==> config.mk <==
export PLATFORM = sky130hd
export DESIGN_NAME = iacd_ctrl
export DESIGN_NICKNAME = d
export VERILOG_FILES = /design/src/rtl/iacd_pkg.sv /design/src/rtl/iacd_ctrl.sv /design/src/rtl/iacd_shift.sv
export SDC_FILE = /design/constraint.sdc
export NUM_CORES = 1
export LEC_CHECK = 0
export ABC_AREA = 1
export CORE_MARGIN = 4
export CORE_UTILIZATION = 45
export CTS_CLUSTER_DIAMETER = 80
export CTS_CLUSTER_SIZE = 12
export DETAILED_ROUTE_END_ITERATION = 8
export DONT_BUFFER_PORTS = 1
export GPL_ROUTABILITY_DRIVEN = 0
export GPL_TIMING_DRIVEN = 0
export HOLD_SLACK_MARGIN = 0.06
export PLACE_DENSITY_LB_ADDON = 0.3
export SETUP_SLACK_MARGIN = 0.4
export SLEW_MARGIN = 15
export SYNTH_ARGS = -nofsm -noshare
export SYNTH_HDL_FRONTEND = slang
export SYNTH_SLANG_ARGS = --single-unit
==> constraint.sdc <==
create_clock -name i_clk -period 2.64 [get_ports i_clk]
set_input_delay 0.132 -clock i_clk [delete_from_list [all_inputs] [get_ports i_clk]]
set_output_delay 0.132 -clock i_clk [all_outputs]
set_load 0.01 [all_outputs]
==> src/rtl/iacd_pkg.sv <==
package iacd_pkg;

  localparam int unsigned CLK_PERIOD_PS = 5000;
  localparam int unsigned SCL_HALF_NS   = 2500;
  // longest half period, so the count rounds down
  localparam int unsigned SCL_HALF_CYC  = (SCL_HALF_NS * 1000) / CLK_PERIOD_PS;

  localparam int unsigned REG_AW = 3;
  localparam int unsigned ADDR_W = 10;
  localparam int unsigned DATA_W = 8;

  localparam logic [REG_AW-1:0] REG_TARGET_ADDR = 3'h0;
  localparam logic [REG_AW-1:0] REG_OWN_ADDR    = 3'h1;
  localparam logic [REG_AW-1:0] REG_BYTE_COUNT  = 3'h2;
  localparam logic [REG_AW-1:0] REG_RX_DATA     = 3'h3;
  localparam logic [REG_AW-1:0] REG_TX_DATA     = 3'h4;

  localparam logic [ADDR_W-1:0] ADDR_RESET  = 10'h000;
  localparam logic [15:0]       COUNT_RESET = 16'h0000;
  localparam logic [DATA_W-1:0] DATA_RESET  = 8'h00;
  localparam logic [16:0]       COUNT_FULL  = 17'h10000;
  localparam logic [4:0]        TEN_BIT_PREFIX = 5'h1e;

  typedef enum logic [2:0] {
    M_IDLE  = 3'b000,
    M_START = 3'b001,
    M_BYTE  = 3'b010,
    M_HOLD  = 3'b011,
    M_STOP  = 3'b100
  } iacd_mst_t;

  typedef enum logic [1:0] {
    K_ADDR1 = 2'b00,
    K_ADDR2 = 2'b01,
    K_DATA  = 2'b10
  } iacd_kind_t;

endpackage : iacd_pkg

==> src/rtl/iacd_ctrl.sv <==
`timescale 1ns/1ps
module iacd_ctrl #(
  parameter int unsigned HALF_CYC = iacd_pkg::SCL_HALF_CYC
) (
  input  wire logic                        i_clk,
  input  wire logic                        i_rst_n,
  input  wire logic                        i_io_sel,
  input  wire logic                        i_io_we,
  input  wire logic [iacd_pkg::REG_AW-1:0] i_io_addr,
  input  wire logic [15:0]                 i_io_wdata,
  output logic      [15:0]                 o_io_rdata,
  input  wire logic                        i_master,
  input  wire logic                        i_start_req,
  input  wire logic                        i_transmit_select,
  input  wire logic                        i_free_format_select,
  input  wire logic                        i_extended_address_select,
  input  wire logic                        i_repeat_mode_select,
  input  wire logic                        i_stop_request,
  input  wire logic [2:0]                  i_bit_length_field,
  output logic                             o_addressed_as_slave_flag,
  output logic                             o_rx_ready,
  output logic                             o_tx_ready,
  output logic                             o_bus_busy,
  input  wire logic                        i_scl,
  output logic                             o_scl_o,
  output logic                             o_scl_oe,
  input  wire logic                        i_sda,
  output logic                             o_sda_o,
  output logic                             o_sda_oe
);
  import iacd_pkg::*;

  localparam logic [15:0] HALF_M1 = 16'(HALF_CYC - 1);

  logic [ADDR_W-1:0] sar_q, oar_q;
  logic [15:0]       cnt_q, rdata_q;
  logic [16:0]       cnt_int_q;
  logic [DATA_W-1:0] drr_q, dxr_q;
  logic              dxr_full_q, rx_rdy_q, aas_q, busy_q;
  logic [2:0]        scl_s_q, sda_s_q;
  logic [15:0]       div_q;
  iacd_mst_t         m_q, m_d;
  iacd_kind_t        kind_q, ld_kind;
  logic              eng_q, ack_ph_q, tx_q, slave_q, nack_q, stp_ph_q, stp_ph_d;
  logic [3:0]        bit_q;
  logic              scl_oe_q, scl_d, sda_oe_q, sda_d;
  logic              ld, ld_tx, ld_slave, ld_dxr, want_data;
  logic [7:0]        ld_val;
  logic [7:0]        sh_data;
  logic              sh_msb;

  // [0] is the metastable stage, only [1] and [2] feed logic
  wire scl_now   = scl_s_q[1];
  wire scl_old   = scl_s_q[2];
  wire sda_now   = sda_s_q[1];
  wire sda_old   = sda_s_q[2];
  wire scl_rise  = scl_now & ~scl_old;
  wire scl_fall  = ~scl_now & scl_old;
  wire start_det = scl_now & scl_old & sda_old & ~sda_now;
  wire stop_det  = scl_now & scl_old & ~sda_old & sda_now;

  wire xa     = i_extended_address_select;
  wire wr     = i_io_sel & i_io_we;
  wire rd     = i_io_sel & ~i_io_we;
  wire wr_sar = wr & (i_io_addr == REG_TARGET_ADDR);
  wire wr_oar = wr & (i_io_addr == REG_OWN_ADDR);
  wire wr_cnt = wr & (i_io_addr == REG_BYTE_COUNT);
  wire wr_dxr = wr & (i_io_addr == REG_TX_DATA);
  wire rd_drr = rd & (i_io_addr == REG_RX_DATA);
  wire [16:0] cnt_load = (i_io_wdata == 16'h0000) ? COUNT_FULL : {1'b0, i_io_wdata};

  // shifters are not on this mux, only the holding registers
  wire [15:0] rd_mux =
    (i_io_addr == REG_TARGET_ADDR) ? {6'h00, sar_q} :
    (i_io_addr == REG_OWN_ADDR)    ? {6'h00, oar_q} :
    (i_io_addr == REG_BYTE_COUNT)  ? cnt_q :
    (i_io_addr == REG_RX_DATA)     ? {8'h00, drr_q} :
    (i_io_addr == REG_TX_DATA)     ? {8'h00, dxr_q} : 16'h0000;

  wire [3:0] data_bits = (i_bit_length_field == 3'h0) ? 4'h8 : {1'b0, i_bit_length_field};
  wire [3:0] nb        = (kind_q == K_DATA) ? data_bits : 4'h8;
  // software right-aligns short bytes; move them up so the msb goes first
  wire [7:0] tx_just   = dxr_q << (4'h8 - data_bits);
  wire       gen_call  = ~xa & (sar_q[6:0] == 7'h00);
  wire [7:0] addr1_byte = xa ? {TEN_BIT_PREFIX, sar_q[9:8], 1'b0}
                             : {sar_q[6:0], ~i_transmit_select & ~gen_call};

  wire bits_done = (bit_q == nb);
  wire run_fall  = eng_q & scl_fall;
  wire sh_shift  = eng_q & scl_rise & ~ack_ph_q;
  wire enter_ack = run_fall & ~ack_ph_q & bits_done;
  wire byte_end  = run_fall & ack_ph_q;
  wire m_end     = byte_end & ~slave_q;
  wire s_end     = byte_end & slave_q;
  wire cnt_done  = ~i_repeat_mode_select & (cnt_int_q == 17'h0);
  wire cnt_last  = ~i_repeat_mode_select & (cnt_int_q == 17'h1);
  wire stop_now  = i_stop_request & (i_repeat_mode_select | (cnt_int_q == 17'h1));
  wire cnt_dec   = m_end & tx_q & (kind_q == K_DATA) & ~i_repeat_mode_select
                   & (cnt_int_q != 17'h0);
  wire tick      = (div_q == HALF_M1);
  wire rx_copy   = enter_ack & ~tx_q & (kind_q == K_DATA);

  function automatic logic addr_hit(input logic [7:0] b, input logic [9:0] own,
                                    input logic ten, input iacd_kind_t k);
    if (k == K_ADDR2) begin
      addr_hit = (b == own[7:0]);
    end else if (ten) begin
      addr_hit = (b[7:3] == TEN_BIT_PREFIX) && (b[2:1] == own[9:8]) && !b[0];
    end else begin
      // slave side is receive only: a read request is not answered
      addr_hit = !b[0] && ((b[7:1] == own[6:0]) || (b[7:1] == 7'h00));
    end
  endfunction : addr_hit

  wire s_hit   = addr_hit(sh_data, oar_q, xa, kind_q);
  wire s_ack   = ~slave_q | (kind_q == K_DATA) | addr_hit(sh_data, oar_q, xa, kind_q);
  wire rx_ack  = ~tx_q & s_ack;
  wire aas_set = s_end & s_hit & ((kind_q == K_ADDR2) | ((kind_q == K_ADDR1) & ~xa));
  wire aas_clr = stop_det | (start_det & ~xa)
               | (s_end & nack_q)
               | (s_end & xa & ~s_hit & (kind_q != K_DATA));

  always_comb begin
    m_d       = m_q;
    stp_ph_d  = stp_ph_q;
    ld        = 1'b0;
    ld_val    = 8'h00;
    ld_tx     = 1'b0;
    ld_kind   = K_DATA;
    ld_slave  = 1'b0;
    ld_dxr    = 1'b0;
    want_data = 1'b0;
    case (m_q)
      M_IDLE: begin
        if (i_start_req & i_master & ~busy_q) begin
          m_d = M_START;
        end else if (start_det) begin
          ld       = 1'b1;
          ld_slave = 1'b1;
          ld_kind  = K_ADDR1;
        end else if (s_end & ((kind_q == K_DATA) | s_hit)) begin
          ld       = 1'b1;
          ld_slave = 1'b1;
          ld_kind  = ((kind_q == K_ADDR1) & xa) ? K_ADDR2 : K_DATA;
        end
      end
      M_START: begin
        if (tick & ~i_free_format_select) begin
          ld      = 1'b1;
          ld_tx   = 1'b1;
          ld_kind = K_ADDR1;
          ld_val  = addr1_byte;
          m_d     = M_BYTE;
        end else if (tick) begin
          want_data = 1'b1;
        end
      end
      M_BYTE: begin
        if (m_end) begin
          if (tx_q & nack_q) begin
            m_d = M_STOP;
          end else if ((kind_q == K_ADDR1) & xa) begin
            ld      = 1'b1;
            ld_tx   = 1'b1;
            ld_kind = K_ADDR2;
            ld_val  = sar_q[7:0];
          end else if (kind_q != K_DATA) begin
            want_data = 1'b1;
          end else if (i_transmit_select & stop_now) begin
            m_d = M_STOP;
          end else if (i_transmit_select & cnt_last) begin
            m_d = M_HOLD;
          end else if (~i_transmit_select & i_stop_request) begin
            m_d = M_STOP;
          end else begin
            want_data = 1'b1;
          end
        end
      end
      M_HOLD: begin
        if (i_stop_request & (i_repeat_mode_select | cnt_done)) begin
          m_d = M_STOP;
        end else if (~cnt_done) begin
          want_data = 1'b1;
        end
      end
      M_STOP: begin
        if (tick) begin
          stp_ph_d = ~stp_ph_q;
          if (stp_ph_q) begin
            m_d = M_IDLE;
          end
        end
      end
      default: m_d = M_IDLE;
    endcase
    if (want_data) begin
      // transmit waits with scl held low until a byte is written
      ld     = ~i_transmit_select | dxr_full_q;
      ld_tx  = i_transmit_select;
      ld_dxr = i_transmit_select;
      ld_val = i_transmit_select ? tx_just : 8'h00;
      m_d    = ld ? M_BYTE : M_HOLD;
    end
  end

  always_comb begin
    sda_d = sda_oe_q;
    scl_d = scl_oe_q;
    if (run_fall & ~ack_ph_q & ~bits_done) sda_d = tx_q & ~sh_msb;
    if (enter_ack) sda_d = rx_ack;
    if (byte_end) sda_d = 1'b0;
    if (ld) sda_d = ld_tx & ~ld_val[7];
    if (m_d == M_START) sda_d = 1'b1;
    if ((m_d == M_STOP) & (m_q != M_STOP)) sda_d = 1'b1;
    if ((m_q == M_STOP) & tick & stp_ph_q) sda_d = 1'b0;
    if ((m_q == M_START) & tick) scl_d = 1'b1;
    // a slave holding scl low stretches the low phase
    if ((m_q == M_BYTE) & tick & (scl_oe_q | scl_now)) scl_d = ~scl_oe_q;
    if ((m_q == M_STOP) & tick & ~stp_ph_q) scl_d = 1'b0;
  end

  iacd_shift #(.W(DATA_W)) u_shift (
    .i_clk      (i_clk),
    .i_rst_n    (i_rst_n),
    .i_load     (ld),
    .i_load_val (ld_val),
    .i_shift    (sh_shift),
    .i_bit      (sda_now),
    .o_data     (sh_data),
    .o_msb      (sh_msb)
  );

  always_ff @(posedge i_clk) begin
    if (!i_rst_n) begin
      sar_q <= ADDR_RESET;
      oar_q <= ADDR_RESET;
      cnt_q <= COUNT_RESET;
      dxr_q <= DATA_RESET;
    end else begin
      if (wr_sar) sar_q <= i_io_wdata[ADDR_W-1:0];
      if (wr_oar) oar_q <= i_io_wdata[ADDR_W-1:0];
      if (wr_cnt) cnt_q <= i_io_wdata;
      if (wr_dxr) dxr_q <= i_io_wdata[DATA_W-1:0];
    end
  end

  always_ff @(posedge i_clk) begin
    if (!i_rst_n) begin
      cnt_int_q  <= 17'h0;
      drr_q      <= DATA_RESET;
      rdata_q    <= 16'h0000;
      dxr_full_q <= 1'b0;
      rx_rdy_q   <= 1'b0;
      aas_q      <= 1'b0;
      busy_q     <= 1'b0;
    end else begin
      if (wr_cnt) cnt_int_q <= cnt_load;
      else if (cnt_dec) cnt_int_q <= cnt_int_q - 17'h1;
      if (rx_copy) drr_q <= sh_data;
      if (rd) rdata_q <= rd_mux;
      dxr_full_q <= wr_dxr | (dxr_full_q & ~(ld & ld_dxr));
      rx_rdy_q   <= rx_copy | (rx_rdy_q & ~rd_drr);
      aas_q      <= aas_set | (aas_q & ~aas_clr);
      busy_q     <= start_det | (busy_q & ~stop_det);
    end
  end

  always_ff @(posedge i_clk) begin
    if (!i_rst_n) begin
      scl_s_q <= 3'h7;
      sda_s_q <= 3'h7;
      m_q     <= M_IDLE;
      div_q   <= 16'h0000;
      stp_ph_q <= 1'b0;
      scl_oe_q <= 1'b0;
      sda_oe_q <= 1'b0;
    end else begin
      scl_s_q <= {scl_s_q[1:0], i_scl};
      sda_s_q <= {sda_s_q[1:0], i_sda};
      m_q     <= m_d;
      div_q   <= (tick | (m_d != m_q) | (m_q == M_IDLE) | (m_q == M_HOLD)) ? 16'h0000
                                                                           : div_q + 16'h1;
      stp_ph_q <= stp_ph_d;
      scl_oe_q <= scl_d;
      sda_oe_q <= sda_d;
    end
  end

  always_ff @(posedge i_clk) begin
    if (!i_rst_n) begin
      eng_q    <= 1'b0;
      ack_ph_q <= 1'b0;
      tx_q     <= 1'b0;
      slave_q  <= 1'b0;
      kind_q   <= K_DATA;
      bit_q    <= 4'h0;
      nack_q   <= 1'b0;
    end else begin
      if (ld) begin
        eng_q    <= 1'b1;
        ack_ph_q <= 1'b0;
        tx_q     <= ld_tx;
        slave_q  <= ld_slave;
        kind_q   <= ld_kind;
        bit_q    <= 4'h0;
      end else if (enter_ack) begin
        ack_ph_q <= 1'b1;
      end else if (byte_end | stop_det) begin
        eng_q    <= 1'b0;
        ack_ph_q <= 1'b0;
      end else if (sh_shift) begin
        bit_q <= bit_q + 4'h1;
      end
      if (eng_q & scl_rise & ack_ph_q) nack_q <= sda_now;
    end
  end

  assign o_io_rdata                = rdata_q;
  assign o_addressed_as_slave_flag = aas_q;
  assign o_rx_ready                = rx_rdy_q;
  assign o_tx_ready                = ~dxr_full_q;
  assign o_bus_busy                = busy_q;
  assign o_scl_oe                  = scl_oe_q;
  assign o_sda_oe                  = sda_oe_q;
  assign o_scl_o                   = 1'b0;
  assign o_sda_o                   = 1'b0;
endmodule : iacd_ctrl

==> src/rtl/iacd_shift.sv <==
`timescale 1ns/1ps
// one shift register serves both directions; it has no path to the register port
module iacd_shift #(
  parameter int unsigned W = 8
) (
  input  wire logic         i_clk,
  input  wire logic         i_rst_n,
  input  wire logic         i_load,
  input  wire logic [W-1:0] i_load_val,
  input  wire logic         i_shift,
  input  wire logic         i_bit,
  output logic      [W-1:0] o_data,
  output logic              o_msb
);

  logic [W-1:0] sh_q;

  always_ff @(posedge i_clk) begin
    if (!i_rst_n) begin
      sh_q <= '0;
    end else if (i_load) begin
      sh_q <= i_load_val;
    end else if (i_shift) begin
      sh_q <= {sh_q[W-2:0], i_bit};
    end
  end

  assign o_data = sh_q;
  assign o_msb  = sh_q[W-1];

endmodule : iacd_shift

==> results by group, run 1 <==
Worst setup path
  – Worst Setup SP: cnt_int_q[9]$_SDFFE_PN0P_
  – CP Max Fanout: 8
  – R2R Setup Slk: 0.49 ns
  – CP Launch Type: flop
  – Worst R2R Path Depth: 12
  – Critical path type: reg2reg
  – Crit path capture: div_q[13]$_SDFF_PP0_
  – Critical Path Sink Type: flop
  – Reg2Reg Launch Point: cnt_int_q[9]$_SDFFE_PN0P_
  – Worst Path Required: 3.02 ns
  – Crit path DAT: 2.53 ns
  – R2R Path End: div_q[13]$_SDFF_PP0_

Clocking
  – Root buffer cell: clkbuf_16
  – CTS sink count: 136
  – H-tree depth: 4
  – CTS tree: done
  – Clock Latency Late Sink: 0.44 ns
  – Clock Tree Buf Depth: 2
  – Worst-path clk slew: 0.07 ns
  – CTS buffer count: 17

Cells and area
  – Antenna diodes: 0
  – Area added between synthesis and finish: 20.7%
  – Final net count: 1182
  – Register area: 2750 µm²
  – Final cell count without fillers: 1370
  – Multi-input logic area: 4070 µm²
  – Fillers: 1550
  – Layout cell share with drive strength beyond 1: 0.140
  – Final Cell Area: 8830 µm²
  – Commonest non-fill, non-tap cell in the layout: nand2_1
  – Most frequent cells in the layout: nand2_1 (211), inv_1 (141), dfxtp_1 (121), o21ai_0 (106), a21oi_1 (97)

Power and ir drop
  – Static Leakage: 3.51 nW
  – Peak VDD IR: 0.000600 V
  – Total power draw: 5.11 mW
  – Pwr/cell area: 579 nW/µm²

Floorplan
  – Die height: 135 µm
  – Ports: 59
  – Die footprint: 18300 µm²
  – Core footprint: 15900 µm²
  – Die X: 135 µm
  – Rows: 46
  – Initial core utilization: 0.460

Drt
  – DR DRC count: 0
  – DRT Pass-1 Iters: 5
  – Antenna Nets Post-Route: 0
  – Vias per inst: 5.53
  – Via count: 7579
  – Per-cell routed wire length: 16.9 µm
  – Final wirelength: 23.2 mm
  – First-iteration detailed-routing DRC count: 821

Synth
  – Synth top area share: 0.372
  – Mux cell area share after synthesis: 0
  – Yosys warns: 0
  – Netlist cell types: 46
  – Adder-cell share of the synthesized area: 0.0103
  – Synth Area in Compound Gates: 0.216
  – Largest area contributor in the netlist: dfxtp_1
  – Main combinational cell family by area after synthesis: simple AND/OR/NAND/NOR gates
  – Syn avg cell area: 6.76 µm²
  – Post-Syn Area: 7310 µm²
  – Synthesized instance count: 1082
  – Synth Area in Simple Gates: 0.272
  – Xor/xnor share of the synthesized area: 0.0252
  – Top post-synthesis cells by area: dfxtp_1 (37%), nand2_1 (11%), inv_1 (7.5%)
  – Seq/Total Area, Yosys: 0.372
  – Synth Register Bits: 136

Global routing
  – GR Overflow Total: 0
  – Initial antenna violation count: 0
  – Number of global-route vias before repair: 6844
  – All-Layer GR Usage: 0.251
  – First-pass GRT wire length: 35.8 mm
  – Pin count of the biggest net entering global routing: 17

STA
  – Final Worst Setup Slack: 0.494 ns
  – Fmax: 0.466 GHz
  – Worst Skew: 0.0116 ns
  – Rel. slew slack: 0.478
  – Final Hold Viols: 0
  – Slew Limit Fails: 0
  – Final period util: 0.813
  – RSZ-0062 raised after global routing: yes
  – Worst slew pin tran: 0.782 ns
  – Sum Neg Setup Slack: 0 ns
  – Final Critical Period: 2.15 ns
  – # setup viols final: 0

Placement
  – Area after DPL: 7580 µm²
  – PortBufs: 0
  – Placed Cells: 1299
  – Dpl hpwl: 16.7 mm
  – Worst slack, placed: 0.320 ns

Status
  – Status: completed

Min path
  – Worst Hold Class: in2reg

Run
  – Total of max-cap violations: 0
## synthesized netlist by cell type (all sizes together)
library cell and instances:
nand2 225, inv 152, dfxtp 136, nor2 119, o21ai 115, a21oi 102, nand3 49, clkbuf 29
nand4 18, nor3 18, xor2 17, buf 11, o22ai 11, a211oi 9, a31oi 9, nor4 9
o221ai 9, ha 6, o211ai 6, o31ai 5, or2 5, o311ai 4, xnor2 4, nand3b 3
o2111ai 2, o211a 2, o21a 2, a2111oi 1, a22oi 1, a41oi 1, conb 1, o41ai 1
## worst min-delay path by stage
| stage | slack, ns | startpoint | endpoint | cells past startpoint |
|---|---|---|---|---|
| after floorplan | 0.24 | i_scl | scl_s_q[0]$_SDFF_PN1_ | 1 |
| after global placement | 0.24 | i_sda | sda_s_q[0]$_SDFF_PN1_ | 1 |
| after detailed placement | 0.24 | i_sda | sda_s_q[0]$_SDFF_PN1_ | 1 |
| after CTS | 0.08 | i_stop_request | m_q[2]$_SDFF_PN0_ | 4 |
| final | 0.03 | i_stop_request | m_q[2]$_SDFF_PN0_ | 4 |
| after global routing | 0.09 | i_stop_request | m_q[2]$_SDFF_PN0_ | 4 |
## per-stage QoR
step	hold slack (ns)	util
after floorplan	0.239	-
after global placement	0.239	0.477
after detailed placement	0.241	0.477
after CTS	0.0777	0.530
after global routing	0.0921	0.556
final	0.0317	0.556
## cells by family (layout without fill, tap and decap cells)
| logic type | count (synthesis) | count (layout) |
|---|---|---|
| AOI/OAI and AO/OA | 280 | 280 |
| xor gates and xnor gates | 21 | 21 |
| adders and majority gates | 6 | 6 |
| buffers and inverters | 192 | 263 |
| DFF | 136 | 136 |
| other | 1 | 2 |
| and+or+nand+nor | 446 | 446 |
## report_power, final
| group | switching (mW) | leakage (nW) | internal (mW) |
|---|---|---|---|
| Clock | 1.06 | 0.294 | 1.36 |
| Combinational | 0.349 | 2.10 | 0.182 |
| Sequential | 0.0560 | 1.11 | 2.10 |
| Total | 1.47 | 3.51 | 3.65 |
## timing repair
action / 4_1_cts / 5_1_grt
endpoints found under the setup margin: 17 / 60
pin swaps: 1 / 18
cloned: 0 / 1
buffers inserted: 3 / 14
hold endpoints to repair: 62 / 0
hold buffers: 21 / 0
gates resized for setup: 7 / 84
## state kept, by name, indices dropped and copies added, names as in the netlist, 2 cells and up
signal and count:
sda_s_q 3, scl_s_q 3, u_shift.o_data 8, bit_q 4
m_q 3, kind_q 2, div_q 16, sar_q 10
dxr_q 8, o_io_rdata 16, oar_q 10, cnt_int_q 17
cnt_q 16, drr_q 8
## critical path, cell delays in order (launching register included)
cell and delay [ns]:
dfxtp_4 0.36, nor2_4 0.14, nand2_2 0.10, nor2_4 0.19, nand4_4 0.14, o21ai_2 0.19, nand3_2 0.13, o21ai_4 0.15
nand2_2 0.12, nand2_2 0.10, nand4_4 0.16, clkbuf_16 0.24, nor2_4 0.07
## final cells by class
cell class | count | share of cell area
Timing Repair Buffer | 39 | 0.0411
Clock buffer | 18 | 0.0498
Sequential cell | 136 | 0.311
Clock inverter | 14 | 0.0174
Buffer | 40 | 0.0235
Tap cell | 216 | 0.0306
Inverter | 152 | 0.0649
Multi-Input combinational cell | 755 | 0.461
## routing by layer
| layer | vias to the layer above | share of wire | GRT usage |
|---|---|---|---|
| li1 | 3702 | - | - |
| met1 | 3491 | 0.43 | 0.330 |
| met2 | 331 | 0.45 | 0.401 |
| met3 | 55 | 0.088 | 0.0672 |
| met4 | 0 | 0.030 | 0.0885 |
| met5 | - | 0 | 0 |
Note: power is estimated with default switching activity, not from simulation.
==> run 2: changes to the inputs <==
ABC_AREA = 0   (was 1)
clock period = 2 ns   (was 2.64 ns; I/O delays follow)
==> run 2 against run 1 <==
Compared with the run above:
- the flow now finishes with violations (design-rule violations, negative setup slack)
- final area up 4.5%
- sequential share of layout area down 1.4 points
- core utilization up 4.2 points
- clock power up 33%
- clock skew about the same
- largest power group unchanged
==> results by group, run 2 <==
Placement
  – Area after DPL: 7560 µm² (-0.38%)
  – Placed Cells: 1059 (-18%)
  – Worst slack, placed: -1.14 ns (-1.46 ns)
  – PortBufs: 0 (unchanged)
  – Dpl hpwl: 14.5 mm (-13%)

STA
  – Final Critical Period: 2.78 ns (+0.638 ns)
  – Final Worst Setup Slack: -0.784 ns (-1.28 ns)
  – Final period util: 1.39 (+0.579)
  – Worst Skew: 0.0120 ns (+0.000378 ns)
  – # setup viols final: 63 (+63)
  – Rel. slew slack: 0.446 (-0.0327)
  – Worst slew pin tran: 0.826 ns (+0.0435 ns)
  – Fmax: 0.359 GHz (-23%)
  – Final Hold Viols: 0 (unchanged)
  – Slew Limit Fails: 0 (unchanged)
  – RSZ-0062 raised after global routing: yes

Drt
  – DRT Pass-1 Iters: 7 (+2)
  – Final wirelength: 21.3 mm (-8.3%)
  – Vias per inst: 5.75 (+4.0%)
  – DR DRC count: 1 (+1)
  – Via count: 6604 (-13%)
  – Antenna Nets Post-Route: 0 (unchanged)
  – Per-cell routed wire length: 18.5 µm (+9.4%)
  – First-iteration detailed-routing DRC count: 410 (-50%)

Floorplan
  – Die X: 134 µm (-0.75%)
  – Initial core utilization: 0.466 (+0.00620)
  – Die footprint: 18100 µm² (-1.5%)
  – Ports: 59 (unchanged)
  – Core footprint: 15400 µm² (-2.9%)
  – Die height: 134 µm (-0.75%)
  – Rows: 45 (-2.2%)

Power and ir drop
  – Gate power share: 0.103 (about the same)
  – Switching share of power: 0.266 (-0.0209)
  – Clock power share: 0.480 (+0.006)
  – Psw: 1.79 mW (+22%)
  – Pwr/cell area: 729 nW/µm² (+26%)
  – Internal power: 4.94 mW (+35%)
  – Seq pwr share: 0.418 (-0.004)
  – Peak VDD IR: 0.000632 V (+5.2%)
  – Total power draw: 6.73 mW (+32%)
  – Static Leakage: 3.37 nW (-4.1%)

Global routing
  – Met3 Use GR: 0.0481 (-0.0192)
  – Initial antenna violation count: 0 (unchanged)
  – All-Layer GR Usage: 0.231 (-0.0203)
  – Number of global-route vias before repair: 6137 (-10%)
  – Global routing usage on met2: 0.378 (-0.0231)
  – First-pass GRT wire length: 32.9 mm (-8.2%)
  – Pin count of the biggest net entering global routing: 17 (unchanged)
  – GRT Max-Usage Layer: met2
  – Met1 Use GR: 0.304 (-0.0252)
  – GR Overflow Total: 0 (unchanged)

Worst setup path
  – CP Max Fanout: 5 (-3)
  – Worst-path cell chain: or4_4 -> and4bb_4 -> nand4_1 -> a21oi_2 -> a22oi_2 -> or2_4 -> a311oi_4 -> buf_4 -> nor2_1
  – Worst R2R Path Depth: 9 (-3)
  – Crit path DAT: 3.12 ns (+0.59 ns)
  – Max incr delay on CP: 0.53 ns (+0.17 ns)
  – Slowest CP cell: or4_4
  – Critical path type: reg2reg
  – CP Launch Type: flop
  – Critical Path Sink Type: flop
  – Worst Path Required: 2.34 ns (-0.68 ns)

Cells and area
  – Layout cell share with drive strength beyond 1: 0.232 (+0.0921)
  – Final Cell Area: 9230 µm² (+4.5%)
  – Antenna diodes: 0 (unchanged)
  – Commonest non-fill, non-tap cell in the layout: dfxtp_1
  – Max reg flops: 17 (unchanged)
  – Final net count: 965 (-18%)
  – Area added between synthesis and finish: 28.2%
  – Most flop-heavy register: cnt_int_q
  – Final cell count without fillers: 1148 (-16%)
  – Most frequent cells in the layout: dfxtp_1 (121), nand2_1 (116), nor2_1 (57), mux2i_1 (36), nor2b_1 (34)
  – Fin util: 0.598 (+0.0424)

Min path
  – Worst Hold Class: in2reg
  – Worst Hold Depth: 3 (-1)

Synth
  – Syn avg cell area: 8.50 µm² (+26%)
  – Synth top area share: 0.378 (+0.00596)
  – Synthesized instance count: 847 (-22%)
  – Top FF cell, synth: dfxtp_1
  – Count leader, synth: dfxtp_1
  – Post-Syn Area: 7200 µm² (-1.6%)
  – Netlist cell types: 71 (+54%)
  – Synth Register Bits: 136 (unchanged)
  – Yosys warns: 0 (unchanged)
  – Largest area contributor in the netlist: dfxtp_1
  – Post-synth top cells: dfxtp_1 (136), nand2_1 (119), nor2_1 (69)
  – Share of async-settable or async-resettable flops after synthesis: 0 (unchanged)
  – Seq/Total Area, Yosys: 0.378 (+0.00596)
  – EDFF count, synth: 0 (unchanged)
  – Top post-synthesis cells by area: dfxtp_1 (38%), nand2_1 (6.2%), mux2i_1 (5.1%)

Clocking
  – H-tree depth: 4 (unchanged)
  – Clock Latency Late Sink: 0.44 ns (about the same)
  – Root buffer cell: clkbuf_16
  – CTS tree: done
  – Worst-path clk slew: 0.07 ns (about the same)
  – CTS sink count: 136 (unchanged)
  – CTS buffer count: 17 (unchanged)
  – Clock Tree Buf Depth: 2 (unchanged)

Run
  – Total of max-cap violations: 0 (unchanged)

Status
  – Status: complete, but fails checks
  – Failing checks: design-rule violations, negative setup slack
==> run 2: cell types whose count changed in the layout (fill, tap and decap cells not counted), sizes merged, moves of 36 or more <==
cell,previous run,this run
o21ai,115,28
nor2,119,69
nor2b,0,36
nand2,225,119
inv,160,27
mux2i,0,37
a21oi,102,44
==> run 2: logic make-up after synthesis <==
family          after synthesis  synth area share
fa+ha+maj                     6            0.0104
mux                          57            0.0984
other cells                   1          0.000521
xor+xnor                     52            0.0633
flops                       136             0.378
compound gates              181             0.174
buf+inv                      71            0.0389
simple gates                343             0.236
==> run 2: final cells by class <==
| cell class | count | area (µm²) |
|---|---|---|
| Timing Repair Buffer | 57 | 542 |
| Buffer | 54 | 317 |
| Multi-Input combinational cell | 641 | 4690 |
| Sequential cell | 136 | 2750 |
| Tap cell | 211 | 264 |
| Clock inverter | 15 | 176 |
| Inverter | 17 | 63.8 |
| Fill cell | 1359 | 6200 |
| Clock buffer | 17 | 425 |
==> run 2: power groups by stage <==
stage	registers (mW)	clock network, mW	logic (mW)
after global routing	2.81	3.42	0.738
after floorplan	2.85	0	0.394
after global placement	2.87	0	0.499
after CTS	2.81	3.26	0.652
after detailed placement	2.87	0	0.503
final	2.81	3.23	0.691
==> run 2: worst max-delay path: cells and delay by family, from the launching register on <==
| family | cells | cell delay, ns |
|---|---|---|
| buffers and inverters | 1 | 0.21 |
| DFF | 1 | 0.35 |
| AOI/OAI and AO/OA | 3 | 0.74 |
| and+or+nand+nor | 5 | 1.36 |
==> run 2: metal layers <==
layer  vias up  wire [µm]
li1       3189          -
met1      3152       9260
met2       217      10200
met3        46       1280
met4         0        529
met5         -          0
==> run 2: per-stage QoR <==
stage               setup TNS (ns)  hold slack, ns
floorplan                   -20.50           0.201
global route                -40.90          0.0913
CTS                         -31.35          0.0569
global placement            -42.80           0.202
detailed placement          -44.60           0.210
finish                      -34.11          0.0653
==> run 2: timing repair <==
item | in CTS | in global routing
hold endpoints to repair | 72 | 0
resized for setup | 84 | 64
setup endpoints to repair | 68 | 97
pin swaps | 41 | 20
buffers inserted | 32 | 5
hold buffers | 19 | 0
cloned | 1 | 0
==> run 2: path summary, 6_finish.rpt <==
| kind | from | endpoint | slack [ns] |
|---|---|---|---|
| worst min-delay path | i_free_format_select | u_shift.o_data[1]$_SDFFE_PN0P_ | 0.07 |
| worst min register to register | sda_s_q[0]$_SDFF_PN1_ | sda_s_q[1]$_SDFF_PN1_ | 0.41 |
| worst max-delay path | cnt_int_q[9]$_SDFFE_PN0P_ | div_q[14]$_SDFF_PP0_ | -0.78 |
| worst max register to register | cnt_int_q[9]$_SDFFE_PN0P_ | div_q[14]$_SDFF_PP0_ | -0.78 |
